File: src/tim_map.svh
// Register indices, field positions and timing counts of the tuner I2C master
`ifndef TIM_MAP_SVH
`define TIM_MAP_SVH

// Register indices; byte address is four times the index
`define TIM_IDX_ADDR   8'h55
`define TIM_IDX_DATA0  8'h56
`define TIM_IDX_DATA7  8'h5D
`define TIM_IDX_CTRL   8'h5E
`define TIM_IDX_ISTAT  8'h70
`define TIM_IDX_IMASK  8'h71

// Control register fields
`define TIM_CTRL_LEN_HI  7
`define TIM_CTRL_LEN_LO  5
`define TIM_CTRL_START   2
`define TIM_CTRL_FAST    0

// Interrupt status and mask fields
`define TIM_IRQ_DONE  0
`define TIM_IRQ_NACK  1

// Reset values
`define TIM_RST_BYTE  8'h00
`define TIM_RST_IRQ   2'h0

// Bit index of the acknowledge slot inside a byte
`define TIM_ACK_SLOT  4'h8

// Timing: clock in kHz and the two bus rates in kHz
`define TIM_CLK_KHZ   250000
`define TIM_STD_KHZ   100
`define TIM_FAST_KHZ  400
// Quarter bit time in cycles, rounded up so the rate never exceeds the nominal one
`define TIM_Q_STD   ((`TIM_CLK_KHZ + 4 * `TIM_STD_KHZ - 1) / (4 * `TIM_STD_KHZ))
`define TIM_Q_FAST  ((`TIM_CLK_KHZ + 4 * `TIM_FAST_KHZ - 1) / (4 * `TIM_FAST_KHZ))

`endif

File: src/tim_pkg.sv
// Types shared by the tuner I2C master and its payload memory
package tim_pkg;

   // Sequencer states
   typedef enum logic [2:0] {
      TIM_ST_IDLE  = 3'b000,
      TIM_ST_START = 3'b001,
      TIM_ST_BIT   = 3'b010,
      TIM_ST_STOP  = 3'b011,
      TIM_ST_DONE  = 3'b100
   } tim_state_e;

   // Control register contents
   typedef struct packed {
      logic [2:0] len;    // Payload length minus one
      logic       start;  // Transaction request, cleared on completion
      logic       fast;   // 1 = 400 kbps, 0 = 100 kbps
   } tim_ctrl_s;

   // One write into the payload memory
   typedef struct packed {
      logic       en;
      logic [2:0] addr;
      logic [7:0] data;
   } tim_mem_wr_s;

endpackage

File: src/tim_payload_mem.sv
// Eight-byte payload memory with one write port and a registered read port
`timescale 1ns/1ps
`include "tim_map.svh"
module tim_payload_mem
   import tim_pkg::*;
#(
   parameter int DEPTH = 8
)
(
   input  wire logic        clk,      // System clock
   input  wire logic        rst_n,    // Asynchronous reset, active low
   input  wire tim_mem_wr_s wr,       // Write request
   input  wire logic [2:0]  rd_addr,  // Read address
   output logic      [7:0]  rd_data   // Read data, one cycle after address
);

   logic [7:0] mem_reg [DEPTH];

   // Storage resets to zero so unused bytes read back as defined values
   always_ff @(posedge clk or negedge rst_n)
   begin
      if (!rst_n)
      begin
         for (int i = 0; i < DEPTH; i++)
         begin
            mem_reg[i] <= `TIM_RST_BYTE;
         end
      end
      else if (wr.en)
      begin
         mem_reg[wr.addr] <= wr.data;
      end
   end

   // Registered read keeps the read path out of the bus decode timing
   always_ff @(posedge clk or negedge rst_n)
   begin
      if (!rst_n)
      begin
         rd_data <= `TIM_RST_BYTE;
      end
      else
      begin
         rd_data <= mem_reg[rd_addr];
      end
   end

endmodule

File: src/tim_i2c_master.sv
// Register-driven I2C master for short tuner transactions, reached over APB
//
// Chosen here: the APB slave port.
`timescale 1ns/1ps
`include "tim_map.svh"
module tim_i2c_master
   import tim_pkg::*;
#(
   parameter int ADDR_W = 10
)
(
   input  wire logic              pclk,     // System clock
   input  wire logic              presetn,  // Asynchronous reset, active low
   input  wire logic              psel,     // APB select
   input  wire logic              penable,  // APB access phase
   input  wire logic              pwrite,   // APB direction, 1 = write
   input  wire logic [ADDR_W-1:0] paddr,    // APB byte address
   input  wire logic [31:0]       pwdata,   // APB write data
   output logic      [31:0]       prdata,   // APB read data
   output logic                   pready,   // APB ready
   output logic                   pslverr,  // APB error on unmapped address
   input  wire logic              scl_i,    // Clock line level
   output logic                   scl_o,    // Clock line drive value
   output logic                   scl_oe,   // Clock line pulled low while high
   input  wire logic              sda_i,    // Data line level
   output logic                   sda_o,    // Data line drive value
   output logic                   sda_oe,   // Data line pulled low while high
   output logic                   irq       // Interrupt, level
);

   // Register state
   logic [7:0]  addr_reg;
   tim_ctrl_s   ctrl_reg;
   logic [1:0]  istat_reg;
   logic [1:0]  imask_reg;
   logic [31:0] prdata_reg;
   logic        rd_ph_reg;

   // Line synchronisers
   logic        scl_m_reg;
   logic        scl_s_reg;
   logic        sda_m_reg;
   logic        sda_s_reg;

   // Sequencer state
   tim_state_e  st_reg;
   tim_state_e  st_next;
   logic [1:0]  ph_reg;
   logic [1:0]  ph_next;
   logic [3:0]  bit_reg;
   logic [3:0]  bit_next;
   logic [3:0]  byte_reg;
   logic [3:0]  byte_next;
   logic [7:0]  sh_reg;
   logic [7:0]  sh_next;
   logic        abort_reg;
   logic        abort_next;
   logic        scl_oe_reg;
   logic        scl_oe_next;
   logic        sda_oe_reg;
   logic        sda_oe_next;
   logic [9:0]  qcnt_reg;
   logic        done_ev;
   logic        nack_ev;
   tim_mem_wr_s seq_wr;

   // Payload memory ports
   tim_mem_wr_s mem_wr;
   logic [2:0]  mem_rd_addr;
   logic [7:0]  mem_rd_data;

   // Returns true when the index falls inside the payload window
   function automatic logic is_payload(input logic [7:0] idx);
      is_payload = (idx >= `TIM_IDX_DATA0) && (idx <= `TIM_IDX_DATA7);
   endfunction

   // Maps a register index onto a payload memory slot
   function automatic logic [2:0] payload_slot(input logic [7:0] idx);
      logic [7:0] diff;
      diff = idx - `TIM_IDX_DATA0;
      payload_slot = diff[2:0];
   endfunction

   // Bus decode
   wire [7:0] apb_idx  = paddr[9:2];
   wire       hit_addr = apb_idx == `TIM_IDX_ADDR;
   wire       hit_data = is_payload(apb_idx);
   wire       hit_ctrl = apb_idx == `TIM_IDX_CTRL;
   wire       hit_ist  = apb_idx == `TIM_IDX_ISTAT;
   wire       hit_imk  = apb_idx == `TIM_IDX_IMASK;
   wire       hit_any  = hit_addr | hit_data | hit_ctrl | hit_ist | hit_imk;
   wire       busy     = st_reg != TIM_ST_IDLE;
   wire       wr_acc   = psel & penable & pwrite;
   wire       rd_first = psel & penable & ~pwrite & ~rd_ph_reg;

   // Writes finish in one access cycle; reads take a second for the registered memory
   assign pready  = pwrite | rd_ph_reg;
   assign pslverr = psel & penable & pready & ~hit_any;
   assign prdata  = prdata_reg;

   // Address, payload and control writes are held off while a transaction runs; status and mask writes are not
   wire wr_addr = wr_acc & hit_addr & ~busy;
   wire wr_data = wr_acc & hit_data & ~busy;
   wire wr_ctrl = wr_acc & hit_ctrl & ~busy;
   wire wr_ist  = wr_acc & hit_ist;
   wire wr_imk  = wr_acc & hit_imk;

   // Read data selection
   wire [7:0] ctrl_rd = {ctrl_reg.len, 2'h0, ctrl_reg.start, 1'h0, ctrl_reg.fast};
   wire [7:0] rd_byte = hit_addr ? addr_reg :
                        hit_data ? mem_rd_data :
                        hit_ctrl ? ctrl_rd :
                        hit_ist  ? {6'h00, istat_reg} :
                        hit_imk  ? {6'h00, imask_reg} : `TIM_RST_BYTE;

   // Memory ports: sequencer owns them while busy, the bus otherwise
   assign mem_wr      = busy ? seq_wr : tim_mem_wr_s'{en: wr_data, addr: payload_slot(apb_idx), data: pwdata[7:0]};
   assign mem_rd_addr = busy ? byte_reg[2:0] : payload_slot(apb_idx);

   tim_payload_mem #(
      .DEPTH (8)
   ) u_mem (
      .clk     (pclk),
      .rst_n   (presetn),
      .wr      (mem_wr),
      .rd_addr (mem_rd_addr),
      .rd_data (mem_rd_data)
   );

   // Bus-side registers
   always_ff @(posedge pclk or negedge presetn)
   begin
      if (!presetn)
      begin
         addr_reg   <= `TIM_RST_BYTE;
         imask_reg  <= `TIM_RST_IRQ;
         prdata_reg <= 32'h0000_0000;
         rd_ph_reg  <= 1'b0;
      end
      else
      begin
         rd_ph_reg <= rd_first;
         if (wr_addr)
            addr_reg <= pwdata[7:0];
         if (wr_imk)
            imask_reg <= pwdata[1:0];
         if (rd_first)
            prdata_reg <= {24'h00_0000, rd_byte};
      end
   end

   // Control register; the completion clear only applies when no write lands
   always_ff @(posedge pclk or negedge presetn)
   begin
      if (!presetn)
      begin
         ctrl_reg <= '0;
      end
      else if (wr_ctrl)
      begin
         ctrl_reg.len   <= pwdata[`TIM_CTRL_LEN_HI:`TIM_CTRL_LEN_LO];
         ctrl_reg.start <= pwdata[`TIM_CTRL_START];
         ctrl_reg.fast  <= pwdata[`TIM_CTRL_FAST];
      end
      else if (done_ev)
      begin
         ctrl_reg.start <= 1'b0;
      end
   end

   // Sticky events: a new event wins over a write-one clear in the same cycle
   wire [1:0] ev_vec   = {nack_ev, done_ev};
   wire [1:0] ist_clr  = wr_ist ? pwdata[1:0] : 2'b00;
   wire [1:0] ist_next = (istat_reg & ~ist_clr) | ev_vec;

   always_ff @(posedge pclk or negedge presetn)
   begin
      if (!presetn)
         istat_reg <= `TIM_RST_IRQ;
      else
         istat_reg <= ist_next;
   end

   assign irq = |(istat_reg & imask_reg);

   // Two-stage synchronisers on both bus lines
   always_ff @(posedge pclk or negedge presetn)
   begin
      if (!presetn)
      begin
         scl_m_reg <= 1'b1;
         scl_s_reg <= 1'b1;
         sda_m_reg <= 1'b1;
         sda_s_reg <= 1'b1;
      end
      else
      begin
         scl_m_reg <= scl_i;
         scl_s_reg <= scl_m_reg;
         sda_m_reg <= sda_i;
         sda_s_reg <= sda_m_reg;
      end
   end

   // Quarter-bit timebase for the selected rate
   wire [9:0] q_lim = ctrl_reg.fast ? 10'(`TIM_Q_FAST - 1) : 10'(`TIM_Q_STD - 1);
   wire       tick  = busy & (qcnt_reg == q_lim);

   always_ff @(posedge pclk or negedge presetn)
   begin
      if (!presetn)
         qcnt_reg <= 10'h000;
      else if (!busy || tick)
         qcnt_reg <= 10'h000;
      else
         qcnt_reg <= qcnt_reg + 10'h001;
   end

   // Byte role decode
   wire       rd_dir    = addr_reg[0];
   wire [3:0] last_byte = 4'(ctrl_reg.len) + 4'h1;
   wire       on_ack    = bit_reg == `TIM_ACK_SLOT;
   wire       is_addr   = byte_reg == 4'h0;
   wire       slave_tx  = rd_dir & ~is_addr;
   wire       at_last   = byte_reg == last_byte;
   // A slave holding the clock low stretches the high phase
   wire       stall     = (st_reg == TIM_ST_BIT) & (ph_reg == 2'h2) & ~scl_s_reg;
   wire       adv       = tick & ~stall;
   wire       go        = (st_reg == TIM_ST_IDLE) & ctrl_reg.start;

   // Sequencer next state
   always_comb
   begin
      st_next     = st_reg;
      ph_next     = ph_reg;
      bit_next    = bit_reg;
      byte_next   = byte_reg;
      sh_next     = sh_reg;
      abort_next  = abort_reg;
      scl_oe_next = scl_oe_reg;
      sda_oe_next = sda_oe_reg;
      done_ev     = 1'b0;
      nack_ev     = 1'b0;
      seq_wr      = '0;
      if (go)
      begin
         st_next    = TIM_ST_START;
         ph_next    = 2'h0;
         bit_next   = 4'h0;
         byte_next  = 4'h0;
         abort_next = 1'b0;
         sh_next    = addr_reg;
      end
      else if (st_reg == TIM_ST_DONE)
      begin
         done_ev = 1'b1;
         st_next = TIM_ST_IDLE;
      end
      else if (adv)
      begin
         ph_next = ph_reg + 2'h1;
         case (st_reg)
            TIM_ST_START:
            begin
               if (ph_reg == 2'h1)
                  sda_oe_next = 1'b1;
               if (ph_reg == 2'h3)
               begin
                  scl_oe_next = 1'b1;
                  st_next     = TIM_ST_BIT;
               end
            end
            TIM_ST_BIT:
            begin
               case (ph_reg)
                  2'h0:
                  begin
                     // Master ack low on read bytes except the last, which it leaves high
                     if (on_ack)
                        sda_oe_next = slave_tx & ~at_last;
                     else
                        sda_oe_next = ~slave_tx & ~sh_reg[7];
                     if (on_ack && slave_tx)
                        seq_wr = '{en: 1'b1, addr: 3'(byte_reg - 4'h1), data: sh_reg};
                  end
                  2'h1:
                     scl_oe_next = 1'b0;
                  2'h2:
                  begin
                     if (!on_ack)
                        sh_next = {sh_reg[6:0], sda_s_reg};
                     else if (!slave_tx && sda_s_reg)
                     begin
                        nack_ev    = 1'b1;
                        abort_next = 1'b1;
                     end
                  end
                  default:
                  begin
                     scl_oe_next = 1'b1;
                     bit_next    = bit_reg + 4'h1;
                     if (on_ack)
                     begin
                        bit_next  = 4'h0;
                        byte_next = byte_reg + 4'h1;
                        sh_next   = mem_rd_data;
                        if (abort_reg || at_last)
                           st_next = TIM_ST_STOP;
                     end
                  end
               endcase
            end
            TIM_ST_STOP:
            begin
               case (ph_reg)
                  2'h0:    sda_oe_next = 1'b1;
                  2'h1:    scl_oe_next = 1'b0;
                  2'h2:    sda_oe_next = 1'b0;
                  default: st_next     = TIM_ST_DONE;
               endcase
            end
            default:
               st_next = TIM_ST_IDLE;
         endcase
      end
   end

   // Sequencer registers
   always_ff @(posedge pclk or negedge presetn)
   begin
      if (!presetn)
      begin
         st_reg     <= TIM_ST_IDLE;
         ph_reg     <= 2'h0;
         bit_reg    <= 4'h0;
         byte_reg   <= 4'h0;
         sh_reg     <= `TIM_RST_BYTE;
         abort_reg  <= 1'b0;
         scl_oe_reg <= 1'b0;
         sda_oe_reg <= 1'b0;
      end
      else
      begin
         st_reg     <= st_next;
         ph_reg     <= ph_next;
         bit_reg    <= bit_next;
         byte_reg   <= byte_next;
         sh_reg     <= sh_next;
         abort_reg  <= abort_next;
         scl_oe_reg <= scl_oe_next;
         sda_oe_reg <= sda_oe_next;
      end
   end

   // Open-drain lines only ever pull low
   assign scl_o  = 1'b0;
   assign sda_o  = 1'b0;
   assign scl_oe = scl_oe_reg;
   assign sda_oe = sda_oe_reg;

endmodule

File: config.mk
export PLATFORM = sky130hd
export DESIGN_NAME = tim_i2c_master
export DESIGN_NICKNAME = d
export VERILOG_FILES = /design/src/tim_pkg.sv /design/src/tim_payload_mem.sv /design/src/tim_i2c_master.sv
export VERILOG_INCLUDE_DIRS = /design/src
export SDC_FILE = /design/constraint.sdc
export NUM_CORES = 1
export LEC_CHECK = 0
export BUFFER_PORTS_ARGS = -buffer_cell sky130_fd_sc_hd__buf_4
export CORE_ASPECT_RATIO = 0.7
export CORE_MARGIN = 1.5
export CORE_UTILIZATION = 45
export DETAILED_ROUTE_END_ITERATION = 7
export PLACE_DENSITY = 0.69
export SYNTH_ARGS = -nofsm -noshare
export SYNTH_HDL_FRONTEND = slang
export SYNTH_HIERARCHICAL = 1
export SYNTH_SLANG_ARGS = --single-unit
File: constraint.sdc
create_clock -name pclk -period 2.7 [get_ports pclk]
set_input_delay 0.135 -clock pclk [delete_from_list [all_inputs] [get_ports pclk]]
set_output_delay 0.135 -clock pclk [all_outputs]
set_load 0.1 [all_outputs]
==> impl_metrics.ini <==
[critical_path]
endpoint_kind = flop
reg2reg_setup_slack_ns = 0.0002
critPathKind = reg -> reg
crit_end = u_mem/mem_reg[43]
r2r-end = u_mem/mem_reg[43]
cp.required_ns = 3.00
reg2regPathDepth = 10
arrival_ns = 3.00
worstSetupStartpoint = qcnt_reg[2]
path_max_fanout = 8
timing.rr.start = qcnt_reg[2]
start_kind = flop

[finish]
n_antenna_cell = 0
stdcell_area_sq_mm = 0.00880
fillers = 1246
syn_to_final_growth_pct = 21.7
largest_register_ffs = 64
num-nets-final = 743
drive_gt1_share_pct = 36.1

[routing]
drt_iter0_markers = 303
avgRoutedWirePerCell_um = 19.0
drt-total-wl_mm = 17.0
vias = 5041
vias_per_cell = 5.63
drc = 0
drt_first_pass_iters = 5
ant_nets = 0

[yosys]
yosysWarnings = 6
synth_top_area_cell = dfrtp_1
synth-edff-count = 0
yosysTopAreaCellShare_pct = 45.7
ys_seq_elements = 136
ys_seq_area_share_pct = 47.2
synth_cells = 593
netlist_top_cells_area = dfrtp_1, mux2_2, mux4_1
ys.flop_type = dfrtp_1
netlist_area_sq_mm = 0.00723
synthArstFlopShare_pct = 100
postSynthAreaPerCell_sq_um = 12.2
yosysUniqueCellTypes = 70

[power_and_ir_drop]
pwr-share-clk_pct = 47.0
power_switching_w = 0.00145
sequentialPowerShare_pct = 40.7
p_leak_nw = 4.30
p_sw_share_pct = 28.0
p_per_area_mw_per_mm2 = 588
ir_drop_uv = 408
p_int_w = 0.00372
power.total_w = 0.00517
power.share.combinational_pct = 12.2

[timing]
finClkSkew_ns = 0.0135
drv_slew = 0
fmaxAchievable_ghz = 0.370
fin_crit_ns = 2.70
final.period_utilization_pct = 100
rsz0062_at_grt = true
hold_viol = 0
relSlewSlack_pct = 60.8
worst_pin_slew_ns = 0.587
setup_viol = 0

[min_path]
hold_path_class = in -> reg
min_path_cells = 3

[clocking]
clk_pin_slew_ns = 0.06
insertion_delay_ns = 0.42
cts_tree = yes
cts_htree_levels = 4
root_buffer = clkbuf_16
cts.sinks = 136
cts_buffers = 17
clock_path_buffers = 2

[die]
start_util_pct = 46.3
core_region_area_sq_mm = 0.0156
pin_count = 88
die_h_um = 109
die_w_um = 154
die_area_sq_mm = 0.0168
row_count = 38

[place]
gp_congestion = 0.907
portBuffers = 35
hpwl_mm = 12.0
dpl_cell_area_sq_mm = 0.00794

[grt]
antenna_found_initial = 0
grt-ovfl-total = 0
grt_use_total_pct = 21.9
grt_first_pass_wirelength_mm = 27.8
grt_max_degree = 62
grt_pass1_vias = 5110

[run_status]
status = finished, final reports clean

[job]
max-cap-violations = 0
==> layout make-up <==
type,count,area (sq um),share of cell area (%)
Sequential cell,136,3410,38.8
Tap cell,200,250,2.84
Clock inverter,14,184,2.09
Timing Repair Buffer,102,842,9.57
Inverter,14,52.6,0.597
Clock buffer,18,439,4.99
Multi-Input combinational cell,412,3620,41.1
==> worst min-delay path by stage <==
stage                     startpoint           end  slack, ns
after global routing        paddr[2]  imask_reg[1]       0.19
final                       paddr[2]  imask_reg[0]       0.16
after floorplan              presetn     abort_reg      -0.16
after CTS                   paddr[2]  imask_reg[1]       0.15
after global placement       presetn    bit_reg[3]       0.15
after detailed placement     presetn    bit_reg[3]       0.15
==> metrics by stage <==
step	TNS [ns]	hold WS, ns	setup WS (ns)	util [%]	cells
2_1_floorplan	-0.962	-0.161	-0.0567	-	618
5_1_grt	-0.189	0.186	-0.0301	56.4	896
3_3_place_gp	0	0.147	0.0211	50.9	847
6_report	0	0.164	0.000239	56.4	896
4_1_cts	0	0.151	0.00431	55.8	890
3_5_place_dp	-0.0102	0.152	-0.00360	50.9	847
==> cells by family (layout without fill, tap and decap cells) <==
logic type                 count (synthesis)  in the layout  synth area share (%)
buffers and inverters                     70            148                  6.09
AOI/OAI and AO/OA                         84             84                  8.40
and+or+nand+nor                          147            147                  11.3
other                                      1             26                0.0519
DFF                                      136            136                  47.2
xor gates and xnor gates                  14             14                  1.80
muxes                                    130            130                  23.3
adders and majority gates                 11             11                  1.90
==> cells in the mapped netlist, drive strengths merged, types with 11 or more instances <==
cell type	number
nand2	36
ha	11
inv	14
o21ai	23
nor2	42
a21oi	12
mux2	102
buf	42
dfrtp	132
mux4	16
clkbuf	14
mux2i	12
a22o	11
==> power by group through the flow <==
stage | registers [W] | clock network [W] | logic, W
CTS | 0.00211 | 0.00248 | 0.000631
global placement | 0.00214 | 0 | 0.000607
detailed placement | 0.00214 | 0 | 0.000615
floorplan | 0.00229 | 0 | 0.000327
global route | 0.00211 | 0.00258 | 0.000665
finish | 0.00211 | 0.00243 | 0.000632
==> critical path: stages, from the launching register on <==
cell and delay, ns:
dfrtp_1 0.43, and2_4 0.16, and4b_2 0.25, o21ai_4 0.17
nor4_2 0.07, buf_4 0.16, a32o_2 0.28, buf_6 0.14
nor4bb_2 0.27, buf_4 0.28, mux2_2 0.35
==> repair_timing <==
action / 4_1_cts / 5_1_grt
hold buffers: 11 / 0
endpoints found under the hold margin: 70 / 0
resized for setup: 4 / 14
buffers inserted: 0 / 6
pin swaps: 1 / 5
endpoints found under the setup margin: 20 / 62
==> placed cells by master, fill, tap and decap left out, types with 4 or more instances in the layout <==
master           n
a211oi_1         8
a21oi_1         12
a221oi_1         5
a22o_1          11
buf_4           85
clkbuf_16       17
conb_1          26
dfrtp_1        131
dfstp_2          4
dlygate4sd3_1   11
ha_1            10
inv_1           13
inv_6            6
mux2_1          10
mux2_2          80
mux2_4          12
mux2i_1         12
mux4_1          15
nand2_1         35
nand2b_1         6
nand3_1          7
nand3b_1         5
nand4_1          7
nor2_1          40
nor3_1           4
o21ai_0         11
o21ai_1         11
or3_1            5
xnor2_1          5
xor2_1           8
==> routing by layer <==
metal	up-vias	global-route usage [%]	routed length, um
met5	-	0	0
met2	172	32.9	7310
met3	22	5.68	1080
met1	2546	31.2	8320
li1	2301	-	-
met4	0	6.87	318
Note: power is estimated with default switching activity, not from simulation.
